$ cat src/core/ckm_defs.svh
// Constants for the clock multiplier control block.
// Functional notes
// - Writing one to the initialise bit after enabling starts initialisation and lock.
// - The read-only ready bit reads one only once the loop is locked.
// - Select 00/01/10/11 gives internal x2, external x2, internal x4, external x4.
// - Scaling field 000b delivers the unscaled base output.
// - The scaling field applies factors 1, 2/3, 2/4, 2/5, 2/6 or 2/7.
// - With a times-two base selected the scaling field is ignored.
// - Some scaling settings give an output duty cycle other than half.
// - Crystal or resonator mode claims pins P0.2 and P0.3 as terminals.
// - Capacitor, RC or CMOS clock mode claims only pin P0.3.
`ifndef CKM_DEFS_SVH
`define CKM_DEFS_SVH

// Register location on the special function register bus.
`define CKM_CTRL_ADDR 8'h97
`define CKM_CTRL_RESET 8'h00

// Field positions inside the control register.
`define CKM_BIT_ENABLE 7
`define CKM_BIT_INIT 6
`define CKM_BIT_READY 5
`define CKM_SCALE_HI 4
`define CKM_SCALE_LO 2
`define CKM_SEL_HI 1
`define CKM_SEL_LO 0

// Scaling field codes and the matching denominators of the 2/n factor.
`define CKM_SCALE_NONE 3'h0
`define CKM_SCALE_2_3 3'h2
`define CKM_SCALE_2_4 3'h3
`define CKM_SCALE_2_5 3'h4
`define CKM_SCALE_2_6 3'h5
`define CKM_SCALE_2_7 3'h6
`define CKM_SCALE_DEN_ONE 3'h1

// External oscillator mode codes.
`define CKM_XMODE_OFF 3'h0
`define CKM_XMODE_CMOS 3'h2
`define CKM_XMODE_CMOS_DIV2 3'h3
`define CKM_XMODE_RC 3'h4
`define CKM_XMODE_CAP 3'h5
`define CKM_XMODE_XTAL 3'h6
`define CKM_XMODE_XTAL_DIV2 3'h7

`endif

$ cat src/core/ckm_pkg.sv
// Types shared by the clock multiplier control block.
package ckm_pkg;

   // Multiplier control states, Gray coded along OFF, ENABLED, LOCKING, READY.
   typedef enum logic [1:0] {
      CKM_OFF = 2'b00,
      CKM_ENABLED = 2'b01,
      CKM_LOCKING = 2'b11,
      CKM_READY = 2'b10
   } ckm_state_e;

   // Base source of the multiplier.
   typedef enum logic [1:0] {
      CKM_INT_X2 = 2'b00,
      CKM_EXT_X2 = 2'b01,
      CKM_INT_X4 = 2'b10,
      CKM_EXT_X4 = 2'b11
   } ckm_sel_e;

endpackage

$ cat src/core/ckm_ctrl.sv
// Control and status logic for the on-chip clock multiplier.
`timescale 1ns/1ps
`default_nettype none
`include "ckm_defs.svh"

module ckm_ctrl
   import ckm_pkg::*;
(
   input wire logic clk_sys,
   input wire logic rst_b,
   input wire logic clk_en,
   input wire logic [7:0] sfr_addr,
   input wire logic sfr_wr,
   input wire logic [7:0] sfr_wdata,
   output logic [7:0] sfr_rdata,
   input wire logic pll_lock_async,
   input wire logic [2:0] ext_osc_mode,
   output logic pll_enable,
   output logic pll_init,
   output logic pll_src_external,
   output logic pll_base_x4,
   output logic pll_scale_bypass,
   output logic [2:0] pll_scale_den,
   output logic pll_duty_uneven,
   output logic multiplier_ready,
   output logic p0_2_claim,
   output logic p0_3_claim
);

   ////////////////////////////////////////////////////////////////////////////
   // Declarations.

   logic multiplier_enable_q;
   logic multiplier_enable_d;
   logic multiplier_initialise_q;
   logic multiplier_initialise_d;
   logic [2:0] output_scaling_factor_q;
   logic [2:0] output_scaling_factor_d;
   logic [1:0] multiplier_input_select_q;
   logic [1:0] multiplier_input_select_d;
   ckm_state_e state_q;
   ckm_state_e state_d;
   logic lock_meta_q;
   logic lock_sync_q;
   logic [7:0] rdata_q;
   logic [7:0] rdata_d;
   logic [2:0] scale_den_q;
   logic [2:0] scale_den_d;
   logic scale_bypass_q;
   logic scale_bypass_d;
   logic duty_uneven_q;
   logic duty_uneven_d;
   logic p0_2_q;
   logic p0_2_d;
   logic p0_3_q;
   logic p0_3_d;
   wire ctrl_hit;
   wire ctrl_wr;
   wire wr_enable;
   wire wr_init;
   wire init_start;
   wire base_x2;
   wire [7:0] ctrl_value;
   wire [2:0] raw_den;
   wire xmode_two_pin;
   wire xmode_one_pin;

   ////////////////////////////////////////////////////////////////////////////
   // Register decode.

   // The write strobe counts only on the control register's own address.
   assign ctrl_hit = (sfr_addr == `CKM_CTRL_ADDR);
   assign ctrl_wr = ctrl_hit & sfr_wr;
   assign wr_enable = sfr_wdata[`CKM_BIT_ENABLE];
   assign wr_init = sfr_wdata[`CKM_BIT_INIT];

   // Initialisation is accepted only when the multiplier was already enabled.
   assign init_start = ctrl_wr & wr_init & wr_enable & multiplier_enable_q;

   // Read value; the ready bit is the state machine's view, never stored.
   assign ctrl_value = {multiplier_enable_q,
                        multiplier_initialise_q,
                        (state_q == CKM_READY),
                        output_scaling_factor_q,
                        multiplier_input_select_q};

   ////////////////////////////////////////////////////////////////////////////
   // Control register next values.

   // Bit 5 of a write is dropped since ready is read-only. Clearing enable
   // also drops the initialise bit so that a new sequence must follow.
   always_comb begin
      multiplier_enable_d = multiplier_enable_q;
      multiplier_initialise_d = multiplier_initialise_q;
      output_scaling_factor_d = output_scaling_factor_q;
      multiplier_input_select_d = multiplier_input_select_q;
      if (ctrl_wr) begin
         multiplier_enable_d = wr_enable;
         multiplier_initialise_d = wr_init & wr_enable;
         output_scaling_factor_d = sfr_wdata[`CKM_SCALE_HI:`CKM_SCALE_LO];
         multiplier_input_select_d = sfr_wdata[`CKM_SEL_HI:`CKM_SEL_LO];
      end
   end

   ////////////////////////////////////////////////////////////////////////////
   // Multiplier state machine.

   // A lock that drops while ready sends the loop back to locking, so the
   // ready bit clears three enabled edges after the loop loses lock.
   always_comb begin
      state_d = state_q;
      unique case (state_q)
         CKM_OFF: begin
            // An initialise write right behind the enabling write is still honoured.
            if (init_start) begin
               state_d = CKM_LOCKING;
            end else if (multiplier_enable_q) begin
               state_d = CKM_ENABLED;
            end
         end
         CKM_ENABLED: begin
            if (init_start) begin
               state_d = CKM_LOCKING;
            end
         end
         CKM_LOCKING: begin
            if (lock_sync_q) begin
               state_d = CKM_READY;
            end
         end
         CKM_READY: begin
            if (!lock_sync_q) begin
               state_d = CKM_LOCKING;
            end
         end
      endcase
      // Disabling overrides every other transition.
      if (!multiplier_enable_q || (ctrl_wr && !wr_enable)) begin
         state_d = CKM_OFF;
      end
   end

   ////////////////////////////////////////////////////////////////////////////
   // Scaling decode.

   // Times-two bases skip the scaler; the odd denominators cannot split the
   // high and low phases evenly, so they are flagged as uneven duty.
   assign base_x2 = ~multiplier_input_select_q[1];
   assign raw_den = (output_scaling_factor_q == `CKM_SCALE_2_3) ? 3'h3 :
                    (output_scaling_factor_q == `CKM_SCALE_2_4) ? 3'h4 :
                    (output_scaling_factor_q == `CKM_SCALE_2_5) ? 3'h5 :
                    (output_scaling_factor_q == `CKM_SCALE_2_6) ? 3'h6 :
                    (output_scaling_factor_q == `CKM_SCALE_2_7) ? 3'h7 :
                    `CKM_SCALE_DEN_ONE;
   always_comb begin
      scale_bypass_d = base_x2 | (raw_den == `CKM_SCALE_DEN_ONE);
      scale_den_d = scale_bypass_d ? `CKM_SCALE_DEN_ONE : raw_den;
      duty_uneven_d = ~scale_bypass_d & raw_den[0];
   end

   ////////////////////////////////////////////////////////////////////////////
   // Oscillator pin claims.

   // The mode code comes from a register on this clock, so it is not synchronised.
   assign xmode_two_pin = (ext_osc_mode == `CKM_XMODE_XTAL) |
                          (ext_osc_mode == `CKM_XMODE_XTAL_DIV2);
   assign xmode_one_pin = (ext_osc_mode == `CKM_XMODE_CMOS) |
                          (ext_osc_mode == `CKM_XMODE_CMOS_DIV2) |
                          (ext_osc_mode == `CKM_XMODE_RC) |
                          (ext_osc_mode == `CKM_XMODE_CAP);
   always_comb begin
      p0_2_d = xmode_two_pin;
      p0_3_d = xmode_two_pin | xmode_one_pin;
      rdata_d = ctrl_hit ? ctrl_value : 8'h00;
   end

   ////////////////////////////////////////////////////////////////////////////
   // Lock synchroniser; the analogue lock flag has no relation to clk_sys.

   always_ff @(posedge clk_sys or negedge rst_b) begin
      if (!rst_b) begin
         lock_meta_q <= 1'b0;
         lock_sync_q <= 1'b0;
      end else if (clk_en) begin
         lock_meta_q <= pll_lock_async;
         lock_sync_q <= lock_meta_q;
      end
   end

   ////////////////////////////////////////////////////////////////////////////
   // Control register and state.

   always_ff @(posedge clk_sys or negedge rst_b) begin
      if (!rst_b) begin
         multiplier_enable_q <= 1'b0;
         multiplier_initialise_q <= 1'b0;
         output_scaling_factor_q <= 3'h0;
         multiplier_input_select_q <= 2'h0;
         state_q <= CKM_OFF;
      end else if (clk_en) begin
         multiplier_enable_q <= multiplier_enable_d;
         multiplier_initialise_q <= multiplier_initialise_d;
         output_scaling_factor_q <= output_scaling_factor_d;
         multiplier_input_select_q <= multiplier_input_select_d;
         state_q <= state_d;
      end
   end

   ////////////////////////////////////////////////////////////////////////////
   // Registered outputs.

   always_ff @(posedge clk_sys or negedge rst_b) begin
      if (!rst_b) begin
         rdata_q <= `CKM_CTRL_RESET;
         scale_den_q <= `CKM_SCALE_DEN_ONE;
         scale_bypass_q <= 1'b1;
         duty_uneven_q <= 1'b0;
         p0_2_q <= 1'b0;
         p0_3_q <= 1'b0;
      end else if (clk_en) begin
         rdata_q <= rdata_d;
         scale_den_q <= scale_den_d;
         scale_bypass_q <= scale_bypass_d;
         duty_uneven_q <= duty_uneven_d;
         p0_2_q <= p0_2_d;
         p0_3_q <= p0_3_d;
      end
   end

   ////////////////////////////////////////////////////////////////////////////
   // Output drive.

   // Enable and source follow the register, and initialise follows the LOCKING and READY
   // states, so the analogue loop sees a change one edge after the write.
   assign sfr_rdata = rdata_q;
   assign pll_enable = multiplier_enable_q;
   assign pll_init = (state_q == CKM_LOCKING) | (state_q == CKM_READY);
   assign pll_src_external = multiplier_input_select_q[0];
   assign pll_base_x4 = multiplier_input_select_q[1];
   assign pll_scale_bypass = scale_bypass_q;
   assign pll_scale_den = scale_den_q;
   assign pll_duty_uneven = duty_uneven_q;
   assign multiplier_ready = (state_q == CKM_READY);
   assign p0_2_claim = p0_2_q;
   assign p0_3_claim = p0_3_q;

endmodule
`default_nettype wire

$ cat config.mk
export PLATFORM = sky130hd
export DESIGN_NAME = ckm_ctrl
export DESIGN_NICKNAME = d
export VERILOG_FILES = /design/src/core/ckm_pkg.sv /design/src/core/ckm_ctrl.sv
export VERILOG_INCLUDE_DIRS = /design/src /design/src/core
export SDC_FILE = /design/constraint.sdc
export NUM_CORES = 1
export LEC_CHECK = 0
export ABC_AREA = 0
export BUFFER_PORTS_ARGS = -buffer_cell sky130_fd_sc_hd__buf_2
export CAP_MARGIN = 20
export CORE_MARGIN = 8
export CORE_UTILIZATION = 51
export DETAILED_ROUTE_END_ITERATION = 6
export PLACE_DENSITY_LB_ADDON = 0.15
export SETUP_SLACK_MARGIN = 0.4
export SLEW_MARGIN = 20
export SYNTH_ARGS = -nofsm -noshare
export SYNTH_HDL_FRONTEND = slang
export SYNTH_SLANG_ARGS = --single-unit
export TNS_END_PERCENT = 10
$ cat constraint.sdc
create_clock -name clk_sys -period 3.6 [get_ports clk_sys]
set_clock_uncertainty 0.2 [all_clocks]
set_input_delay 1.08 -clock clk_sys [delete_from_list [all_inputs] [get_ports clk_sys]]
set_output_delay 1.08 -clock clk_sys [all_outputs]
set_load 0.02 [all_outputs]
==> results of run 1 <==
==> Yosys cell counts <==
master     count  share of area, %
xor2_1         2               1.5
nor4_1         1              0.55
o2bb2ai_1     10               7.7
dfstp_2        2               4.6
buf_2          1              0.44
o31ai_1        1              0.66
dfrtp_1       24                53
clkbuf_1       5               1.6
nand3_1        1              0.44
a41oi_1        1              0.77
nor2b_1        1              0.55
inv_1          3              0.99
or2_2          1              0.55
nor2_1         4               1.3
a21oi_1        4               1.8
o21ai_0        3               1.3
mux2i_1        1              0.88
mux2_2         9               8.9
nand4bb_4      1               2.4
nor3_4         1               1.4
a22o_1         1              0.77
or4_1          1              0.66
or4b_1         1              0.88
nand2_1       14               4.6
buf_1          1              0.33
a31oi_1        1              0.55
nand4b_2       1               1.3
==> kinds of logic after synthesis <==
family / count (synthesis) / share of synthesized area, %
AO/OA/AOI/OAI: 21 / 13.47
XOR/XNOR: 2 / 1.534
buffers and inverters: 10 / 3.395
flip-flops: 26 / 57.17
multiplexers: 10 / 9.748
AND/OR/NAND/NOR: 27 / 14.68
==> metal layers <==
| layer | up-vias | share of wire, % |
|---|---|---|
| met5 | - | 0 |
| met4 | 0 | 1.6 |
| met3 | 4 | 7.2 |
| met2 | 30 | 48 |
| met1 | 413 | 44 |
| li1 | 421 | - |
==> path summary, 6_finish.rpt <==
check	startpoint	end	slack (ns)	cells past startpoint
max in group asynchronous	rst_b	pll_enable	2.30	1
hold reg to reg	sfr_rdata[0]	sfr_rdata[0]	0.30	1
min in group asynchronous	rst_b	sfr_rdata[2]	0.53	1
setup reg to reg	pll_enable	state_q[1]	2.31	3
hold / removal	sfr_rdata[0]	sfr_rdata[0]	0.30	1
setup / recovery	state_q[1]	multiplier_ready	1.24	2
==> registers in the layout, summed over array words and instances, names as in the netlist <==
name and flops:
pll_enable 1, pll_duty_uneven 1, multiplier_initialise_q 1, lock_sync_q 1, p0_2_claim 1, output_scaling_factor_q 3, p0_3_claim 1, state_q 2
sfr_rdata 8, pll_scale_den 3, lock_meta_q 1, pll_scale_bypass 1, multiplier_input_select_q 2
==> through the flow <==
stage	area (um^2)	std cells	util, %
6_report	1408	162	64.88
2_1_floorplan	1142	96	-
5_1_grt	1408	162	64.88
3_5_place_dp	1355	158	62.46
3_3_place_gp	1355	158	62.46
4_1_cts	1408	162	64.88
==> cell type report <==
| type | count | area, um^2 | area share, % |
|---|---|---|---|
| flip-flops and latches | 26 | 653.1 | 46.40 |
| multi-input cells | 60 | 450.4 | 32.00 |
| repair buffers | 41 | 205.2 | 14.58 |
| well taps | 28 | 35.03 | 2.489 |
| clock inverters | 1 | 30.03 | 2.133 |
| clock buffers | 3 | 22.52 | 1.600 |
| inverters | 3 | 11.26 | 0.8000 |
==> placed cells by master (no fill, tap or decap), types with 2 or more instances in the layout <==
master / synthesis / routed
nor2_1: 4 / 4
clkbuf_4: 0 / 3
mux2_2: 9 / 9
dfstp_2: 2 / 2
buf_2: 1 / 41
dfrtp_1: 24 / 24
o21ai_0: 3 / 3
a21oi_1: 4 / 4
xor2_1: 2 / 2
inv_1: 3 / 3
nand2_1: 14 / 14
o2bb2ai_1: 10 / 10
==> power by group through the flow <==
stage	registers (mW)	clock network [mW]	logic [mW]
6_report	0.305	0.199	0.0442
5_1_grt	0.306	0.211	0.0496
3_5_place_dp	0.310	0	0.0450
2_1_floorplan	0.312	0	0.0188
3_3_place_gp	0.310	0	0.0436
4_1_cts	0.305	0.203	0.0451
==> critical path, delay by kind of cell, from the launching register on <==
kind,cells,cell delay [ns]
buf+inv,1,0.19
flops,1,0.41
simple gates,1,0.18
==> out/metrics.cfg, run 1 <==
[power_and_ir_drop]
cellLeakagePower_nw=0.7090
p_sw_share_pct=21.37
switchingPower_uw=117.1
finalPower_uw=547.8
powerDensity_nw_per_um2=389.2
p_clk_share_pct=36.3
p_comb_share_pct=8.1
seqPwrFrac_pct=55.7
peakVddDrop_uv=280.9
internal_power_uw=430.7

[grt]
met3_usage_pct=4.594
met2_usage_pct=20.28
grt_pass1_vias=964
grt_start_max_net_pins=27
busiest_layer=met2
antenna_found_initial=0
overflow=0
grt_pass1_wl_um=4188
use_met1_pct=14.18
grt_use_total_pct=12.48

[clock_tree]
cts_htree_levels=1
cts_resized=0
numCtsBuffers=3
cts_setup_buffers=0
clock_latency_ns=0.32
cts_tree=built
clockRootBuffer=clkbuf_4
cts_hold_buf=0
clkSlewWorstSetupHoldPaths_ns=0.13
cts_sinks=26
cts_buffer_depth=2

[finish]
nFillCells=196
fin_nets=159
area_delta_synth_final_pct=23.22
diodes=0
drive_gt1_share_pct=44.78

[timing]
finalSetupViolCount=0
slew_headroom_pct=62.63
period_share_pct=65.65
fmax_mhz=423.1
rsz0062_at_grt=no
worst-slew-pin-transition_ns=0.5605
hold_viol=0
layout_min_cycle_time_ns=2.363
timing.hold.ws_ns=0.2982
setup-tns-final_ns=0
fin_ws_ns=1.237
slew_violations=0

[floorplanning]
io_pins=44
dieWidth_um=63.33
die_area_um2=4010
row_count=17
initial_utilization_pct=52.65
core_area_um2=2170
die_h_um=63.33

[synthesis]
synth_cells=96
synth_nets=120
netlist_area_um2=1142
synth_cell_types=27
synth_seq_cells=26
ys_warn_count=0
syn_area_per_cell_um2=11.90
seq_area_frac_synth_pct=57.17

[placed_design]
pre_cts_slack_ns=0.9813
hpwl_um=1862
place_congestion=0.7895
portBuffers=41

[routing]
drt_pass1_iterations=4
antenna_left=0
num_vias=868
route.detailed.drc=0
drt_iter0_drc=25
post_drt_wl_per_cell_um=15.28
vias_per_cell=5.358
wirelength_um=2475

[critical_path]
cp_slowest_stage_delay_ns=0.41
crit_path_top_delay_cell=dfrtp_1
cp_data_required_time_ns=2.32
end_kind=output port
cp-start-kind=register
path_class=register to output port
critical_path_peak_fanout=4
path_cells=nor2b_1 > buf_2
arrival_ns=1.08

[job]
max_cap_violations=0

[run_status]
status=finished, final reports clean

[min_path]
hp-class=register to register

Power figures use the tool's default switching activity.
==> inputs of run 2 (changes only) <==
--- a/config.mk
+++ b/config.mk
@@ -10,7 +10,7 @@
 export BUFFER_PORTS_ARGS = -buffer_cell sky130_fd_sc_hd__buf_2
 export CAP_MARGIN = 20
 export CORE_MARGIN = 8
-export CORE_UTILIZATION = 51
+export CORE_UTILIZATION = 47
 export DETAILED_ROUTE_END_ITERATION = 6
 export PLACE_DENSITY_LB_ADDON = 0.15
 export SETUP_SLACK_MARGIN = 0.4
==> constraint.sdc (replaced) <==
create_clock -name clk_sys -period 2.35 [get_ports clk_sys]
set_clock_uncertainty 0.2 [all_clocks]
set_input_delay 0.705 -clock clk_sys [delete_from_list [all_inputs] [get_ports clk_sys]]
set_output_delay 0.705 -clock clk_sys [all_outputs]
set_load 0.02 [all_outputs]
==> run 2 against run 1 <==
Compared with the run above:
- via count up 1.8%
- die area up 6.3%
- design area up 3.9%
- highest routed layer unchanged
- critical path type unchanged
- register-to-register slack worse by 1.3 ns
- sequential power up 53%
- count of clock-buffer cells in the layout unchanged
- non-clock buffer count up 4
- total power up 54%
- clock power up 52%
- utilization down 3.6 points
- routed wire length up 0.36%
- final cell count up 3.7%
==> out/metrics.cfg, run 2 (synthesis gave the netlist of run 1 again) <==
[routing]
num_vias=884  ; +1.8%
antenna_left=0  ; unchanged
post_drt_wl_per_cell_um=14.79  ; -3.2%
wirelength_um=2484  ; +0.36%
route.detailed.drc=0  ; unchanged
vias_per_cell=5.262  ; -1.8%
drt_pass1_iterations=4  ; unchanged
drt_iter0_drc=15  ; -40%

[floorplanning]
core_area_um2=2387  ; +10%
io_pins=44  ; unchanged
initial_utilization_pct=47.85  ; -4.8 points
die_h_um=65.30  ; +3.1%
die_area_um2=4264  ; +6.3%
row_count=18  ; +1
dieWidth_um=65.30  ; +3.1%

[finish]
utilization_pct=61.27  ; -3.6 points
seq_area_um2=653.1  ; unchanged
area_delta_synth_final_pct=28.04
drive_gt1_share_pct=47.10  ; +2.3 points
fin_nets=163  ; +2.5%
nFillCells=235  ; +20%
final_cell_mix=38 x buf_2, 24 x dfrtp_1, 14 x nand2_1
final_common_cell=buf_2
diodes=0  ; unchanged
multi_input_area_um2=461.7  ; +2.5%
largest_reg_flops=8  ; unchanged

[timing]
slew_headroom_pct=61.56  ; -1.1 points
worst-slew-pin-transition_ns=0.5766  ; +0.01609 ns
period_share_pct=82.34
slew_violations=0  ; unchanged
fmax_mhz=516.8
finalSetupViolCount=0  ; unchanged
layout_min_cycle_time_ns=1.935
rsz0062_at_grt=yes
hold_viol=0  ; unchanged
setup-tns-final_ns=0  ; unchanged

[clock_tree]
cts_sinks=26  ; unchanged
cts_hold_buf=0  ; unchanged
clock_latency_ns=0.31  ; about the same
clockRootBuffer=clkbuf_4
cts_buffer_depth=2  ; unchanged
cts_tree=built
numCtsBuffers=3  ; unchanged
cts_htree_levels=1  ; unchanged
clkSlewWorstSetupHoldPaths_ns=0.14  ; about the same

[critical_path]
crit_family=flip-flops
critical_path_peak_fanout=2  ; -2
cp-start-kind=register
end_kind=output port
cp_data_required_time_ns=1.44  ; -0.88 ns
cp_slowest_stage_delay_ns=0.42  ; about the same
crit_buf_inv=1  ; unchanged
path_cells=nor2b_2 > buf_6
crit_path_top_delay_cell=dfrtp_1
arrival_ns=1.03  ; -0.05 ns
path_class=register to output port

[min_path]
hp-class=primary input to async pin

[placed_design]
portBuffers=41  ; unchanged
place_congestion=0.7807  ; -1.1%
hpwl_um=1922  ; +3.2%

[grt]
grt_start_max_net_pins=27  ; unchanged
use_met1_pct=13.98  ; -0.20 points
antenna_found_initial=0  ; unchanged
busiest_layer=met2
overflow=0  ; unchanged
met3_usage_pct=3.912  ; -0.68 points
grt_use_total_pct=12.30  ; -0.19 points
grt_pass1_vias=918  ; -4.8%
met2_usage_pct=20.91  ; +0.63 points
grt_pass1_wl_um=4195  ; +0.17%

[power_and_ir_drop]
peakVddDrop_uv=346.4  ; +23%
powerDensity_nw_per_um2=575.3  ; +48%
cellLeakagePower_nw=0.7409  ; +4.5%

[run_status]
status=finished, final reports clean

[job]
max_cap_violations=0  ; unchanged

-- run 2: routing by layer --
layer  vias to the layer above  share of wire (%)
met1                       425                 44
met4                         0               0.60
met3                         2                7.0
met5                         -                  0
li1                        430                  -
met2                        27                 48
-- run 2: worst paths after layout --
path / cells after the start / end / slack [ns] / start
setup / recovery: 2 / multiplier_ready / 0.42 / state_q[0]
hold / removal: 1 / p0_2_claim / 0.16 / rst_b
setup reg to reg: 3 / state_q[1] / 1.03 / pll_enable
hold reg to reg: 1 / sfr_rdata[3] / 0.30 / sfr_rdata[3]
max in group asynchronous: 1 / pll_scale_den[0] / 1.41 / rst_b
min in group clk_sys: 1 / sfr_rdata[3] / 0.30 / sfr_rdata[3]
-- run 2: layout make-up --
cell class | count | share of cell area [%]
inverters | 3 | 0.7699
repair buffers | 45 | 16.85
flip-flops and latches | 26 | 44.65
well taps | 30 | 2.566
clock buffers | 3 | 1.540
multi-input cells | 60 | 31.57
clock inverters | 1 | 2.053
-- run 2: worst register-to-register path: stages, from the launching register on --
cell     delay [ns]
dfrtp_1        0.41
nand2_1        0.10
or4_1          0.41
a21oi_1        0.14
-- run 2: metrics by stage --
| stage | std cells | instance area, um^2 | hold WS [ns] | setup slack, ns | power [mW] |
|---|---|---|---|---|---|
| 6_report | 168 | 1463 | 0.1639 | 0.4150 | 0.8414 |
| 2_1_floorplan | 96 | 1151 | 0.2094 | 0.3914 | 0.5074 |
| 5_1_grt | 168 | 1463 | 0.1811 | 0.3491 | 0.8794 |
| 4_1_cts | 166 | 1439 | 0.1673 | 0.3989 | 0.8513 |
| 3_5_place_dp | 161 | 1374 | 0.2689 | 0.2137 | 0.5478 |
| 3_3_place_gp | 161 | 1374 | 0.2644 | 0.2249 | 0.5453 |
-- run 2: where the power goes --
part	leakage, nW	internal, mW	switching [mW]
sequential	0.341	0.459	0.00863
combinational	0.372	0.0311	0.0399
clock	0.0279	0.172	0.131
total	0.741	0.662	0.179
-- run 2: timing repair --
| item | 4_1_cts | 5_1_grt |
|---|---|---|
| setup endpoints to repair | 2 | 4 |
| resized for setup | 2 | 3 |
| buffers inserted | 1 | 2 |
| cloned | 0 | 0 |
==> inputs of run 3 (changes only) <==
==> constraint.sdc (replaced) <==
create_clock -name clk_sys -period 2 [get_ports clk_sys]
set_clock_uncertainty 0.2 [all_clocks]
set_input_delay 0.6 -clock clk_sys [delete_from_list [all_inputs] [get_ports clk_sys]]
set_output_delay 0.6 -clock clk_sys [all_outputs]
set_load 0.02 [all_outputs]
==> run 3 against run 2 <==
Compared with the run above:
- worst setup slack got worse by 0.24 ns
- sequential share of layout area decreased by 1.1 points
- largest power group unchanged
- highest routed layer unchanged
- utilization is 1.5 points higher
- clock power shrank 13%
- flip-flop and latch count did not move
- largest cell class unchanged
- non-clock buffer count grew 6
- count of clock-buffer cells in the layout up 1
- final cell count grew 3.6%
- register-to-register slack worse by 0.52 ns
- first-iteration DRC count is 20% higher
- critical endpoint unchanged
- total power grew 6.8%
==> out/metrics.cfg, run 3 (synthesis gave the netlist of run 1 again) <==
[finish]
largest_reg_flops=8  ; unchanged
diodes=0  ; unchanged
stdcell_count=174  ; +3.6%
area_delta_synth_final_pct=31.22
drive_gt1_share_pct=49.31  ; +2.2 points
final_common_cell=buf_2
final_cell_mix=38 x buf_2, 24 x dfrtp_1, 14 x nand2_1
nFillCells=221  ; -6.0%
fin_nets=169  ; +3.7%

[critical_path]
arrival_ns=1.02  ; about the same
cp-start-kind=register
timing.rr.end=sfr_rdata[5]
crit_end=multiplier_ready
end_kind=output port
r2r.worst_path.cells=7  ; +4
timing.reg2reg.setup_slack_ns=0.51  ; -0.52 ns
crit_path_top_delay_cell=dfrtp_1
cp_slowest_stage_delay_ns=0.41  ; about the same
cp-startpoint=state_q[0]
critical_path_peak_fanout=2  ; unchanged
path_class=register to output port
path_cells=nor2b_2 > buf_6
rr_startpoint=state_q[1]
cp_data_required_time_ns=1.20  ; -0.24 ns

[routing]
wirelength_um=2638  ; +6.2%
antenna_left=0  ; unchanged
route.detailed.drc=0  ; unchanged
drt_iter0_drc=18  ; +3
post_drt_wl_per_cell_um=15.16  ; +2.5%
num_vias=902  ; +2.0%
drt_pass1_iterations=4  ; unchanged
vias_per_cell=5.184  ; -1.5%

[grt]
busiest_layer=met2
grt_start_max_net_pins=27  ; unchanged
met2_usage_pct=21.16  ; +0.25 points
antenna_found_initial=0  ; unchanged
met3_usage_pct=4.932  ; +1.0 points
use_met1_pct=16.80  ; +2.8 points
overflow=0  ; unchanged
grt_pass1_wl_um=4602  ; +9.7%
grt_pass1_vias=937  ; +2.1%
grt_use_total_pct=13.55  ; +1.3 points

[clock_tree]
numCtsBuffers=3  ; unchanged
cts_hold_buf=0  ; unchanged
cts_tree=built
clock_latency_ns=0.32  ; about the same
cts_buffer_depth=2  ; unchanged
clockRootBuffer=clkbuf_4
cts_htree_levels=1  ; unchanged
cts_sinks=26  ; unchanged
clkSlewWorstSetupHoldPaths_ns=0.14  ; about the same

[job]
max_cap_violations=0  ; unchanged

[placed_design]
hpwl_um=1912  ; -0.50%
portBuffers=41  ; unchanged
placed_cells=163  ; +1.2%
place_congestion=0.7853  ; +0.59%

[power_and_ir_drop]
finalPower_uw=898.4  ; +6.8%
cellLeakagePower_nw=0.7690  ; +3.8%
peakVddDrop_uv=405.1  ; +17%
powerDensity_nw_per_um2=599.3  ; +4.2%

[timing]
hold_viol=0  ; unchanged
slew_headroom_pct=61.96  ; +0.40 points
slew_violations=0  ; unchanged
finalSetupViolCount=0  ; unchanged
period_share_pct=91.17
fmax_mhz=548.4
setup-tns-final_ns=0  ; unchanged
layout_min_cycle_time_ns=1.823
worst-slew-pin-transition_ns=0.5705  ; -0.006056 ns
rsz0062_at_grt=yes

[floorplanning]
dieWidth_um=65.30  ; unchanged
initial_utilization_pct=47.85  ; unchanged
die_area_um2=4264  ; unchanged
io_pins=44  ; unchanged
core_area_um2=2387  ; unchanged
row_count=18  ; unchanged
die_h_um=65.30  ; unchanged

[run_status]
status=finished, final reports clean

[min_path]
hp-class=primary input to async pin

==> run 3: changes by cell type in the layout (fill, tap and decap cells not counted) <==
cell	before	now
buf_6	1	3
bufinv_16	1	0
buf_4	6	10
clkbuf_8	0	1
==> run 3: layout make-up <==
| cell class | instances | area [um^2] | area share, % |
|---|---|---|---|
| Clock buffer | 4 | 36.28 | 2.421 |
| Inverter | 3 | 11.26 | 0.7513 |
| Multi-Input combinational cell | 60 | 461.7 | 30.80 |
| Sequential cell | 26 | 653.1 | 43.57 |
| Tap cell | 30 | 37.54 | 2.504 |
| Timing Repair Buffer | 51 | 299.0 | 19.95 |
==> run 3: how the worst min path moves through the flow <==
stage / from / endpoint
after floorplan: rst_b / lock_meta_q
after global placement: sfr_rdata[2] / sfr_rdata[2]
after detailed placement: sfr_rdata[3] / sfr_rdata[3]
after CTS: rst_b / pll_scale_den[2]
after global routing: rst_b / sfr_rdata[0]
final: rst_b / sfr_rdata[0]
==> run 3: routing by layer <==
layer / vias to the layer above / wire [um]
met3: 2 / 206
met4: 0 / 15
met5: - / 0
li1: 433 / -
met2: 27 / 1263
met1: 440 / 1153
==> run 3: what timing repair did <==
item	CTS	global route
buffers inserted	5	2
gates resized for setup	3	4
cloned	0	0
endpoints found under the setup margin	21	26
endpoints found under the hold margin	0	0
==> run 3: report_power, final <==
part	total, mW	switching [mW]	leakage [nW]	internal [mW]
Combinational	0.0841	0.0474	0.406	0.0367
Sequential	0.549	0.0104	0.341	0.539
Clock	0.265	0.154	0.0210	0.111
==> run 3: through the flow <==
step	utilization [%]	cell area [um^2]	setup WS, ns	hold WS [ns]
floorplan	-	1151	0.1474	0.1044
global placement	58.18	1389	0.01657	0.2644
detailed placement	58.18	1389	0.01180	0.2679
CTS	61.64	1471	0.1625	0.06545
global route	62.79	1499	0.1039	0.07374
finish	62.79	1499	0.1765	0.05268
==> run 3: critical path: cells and delay by family, from the launching register on <==
| kind | cells | cell delay (ns) |
|---|---|---|
| simple gates | 1 | 0.16 |
| flops | 1 | 0.41 |
| buf+inv | 1 | 0.14 |
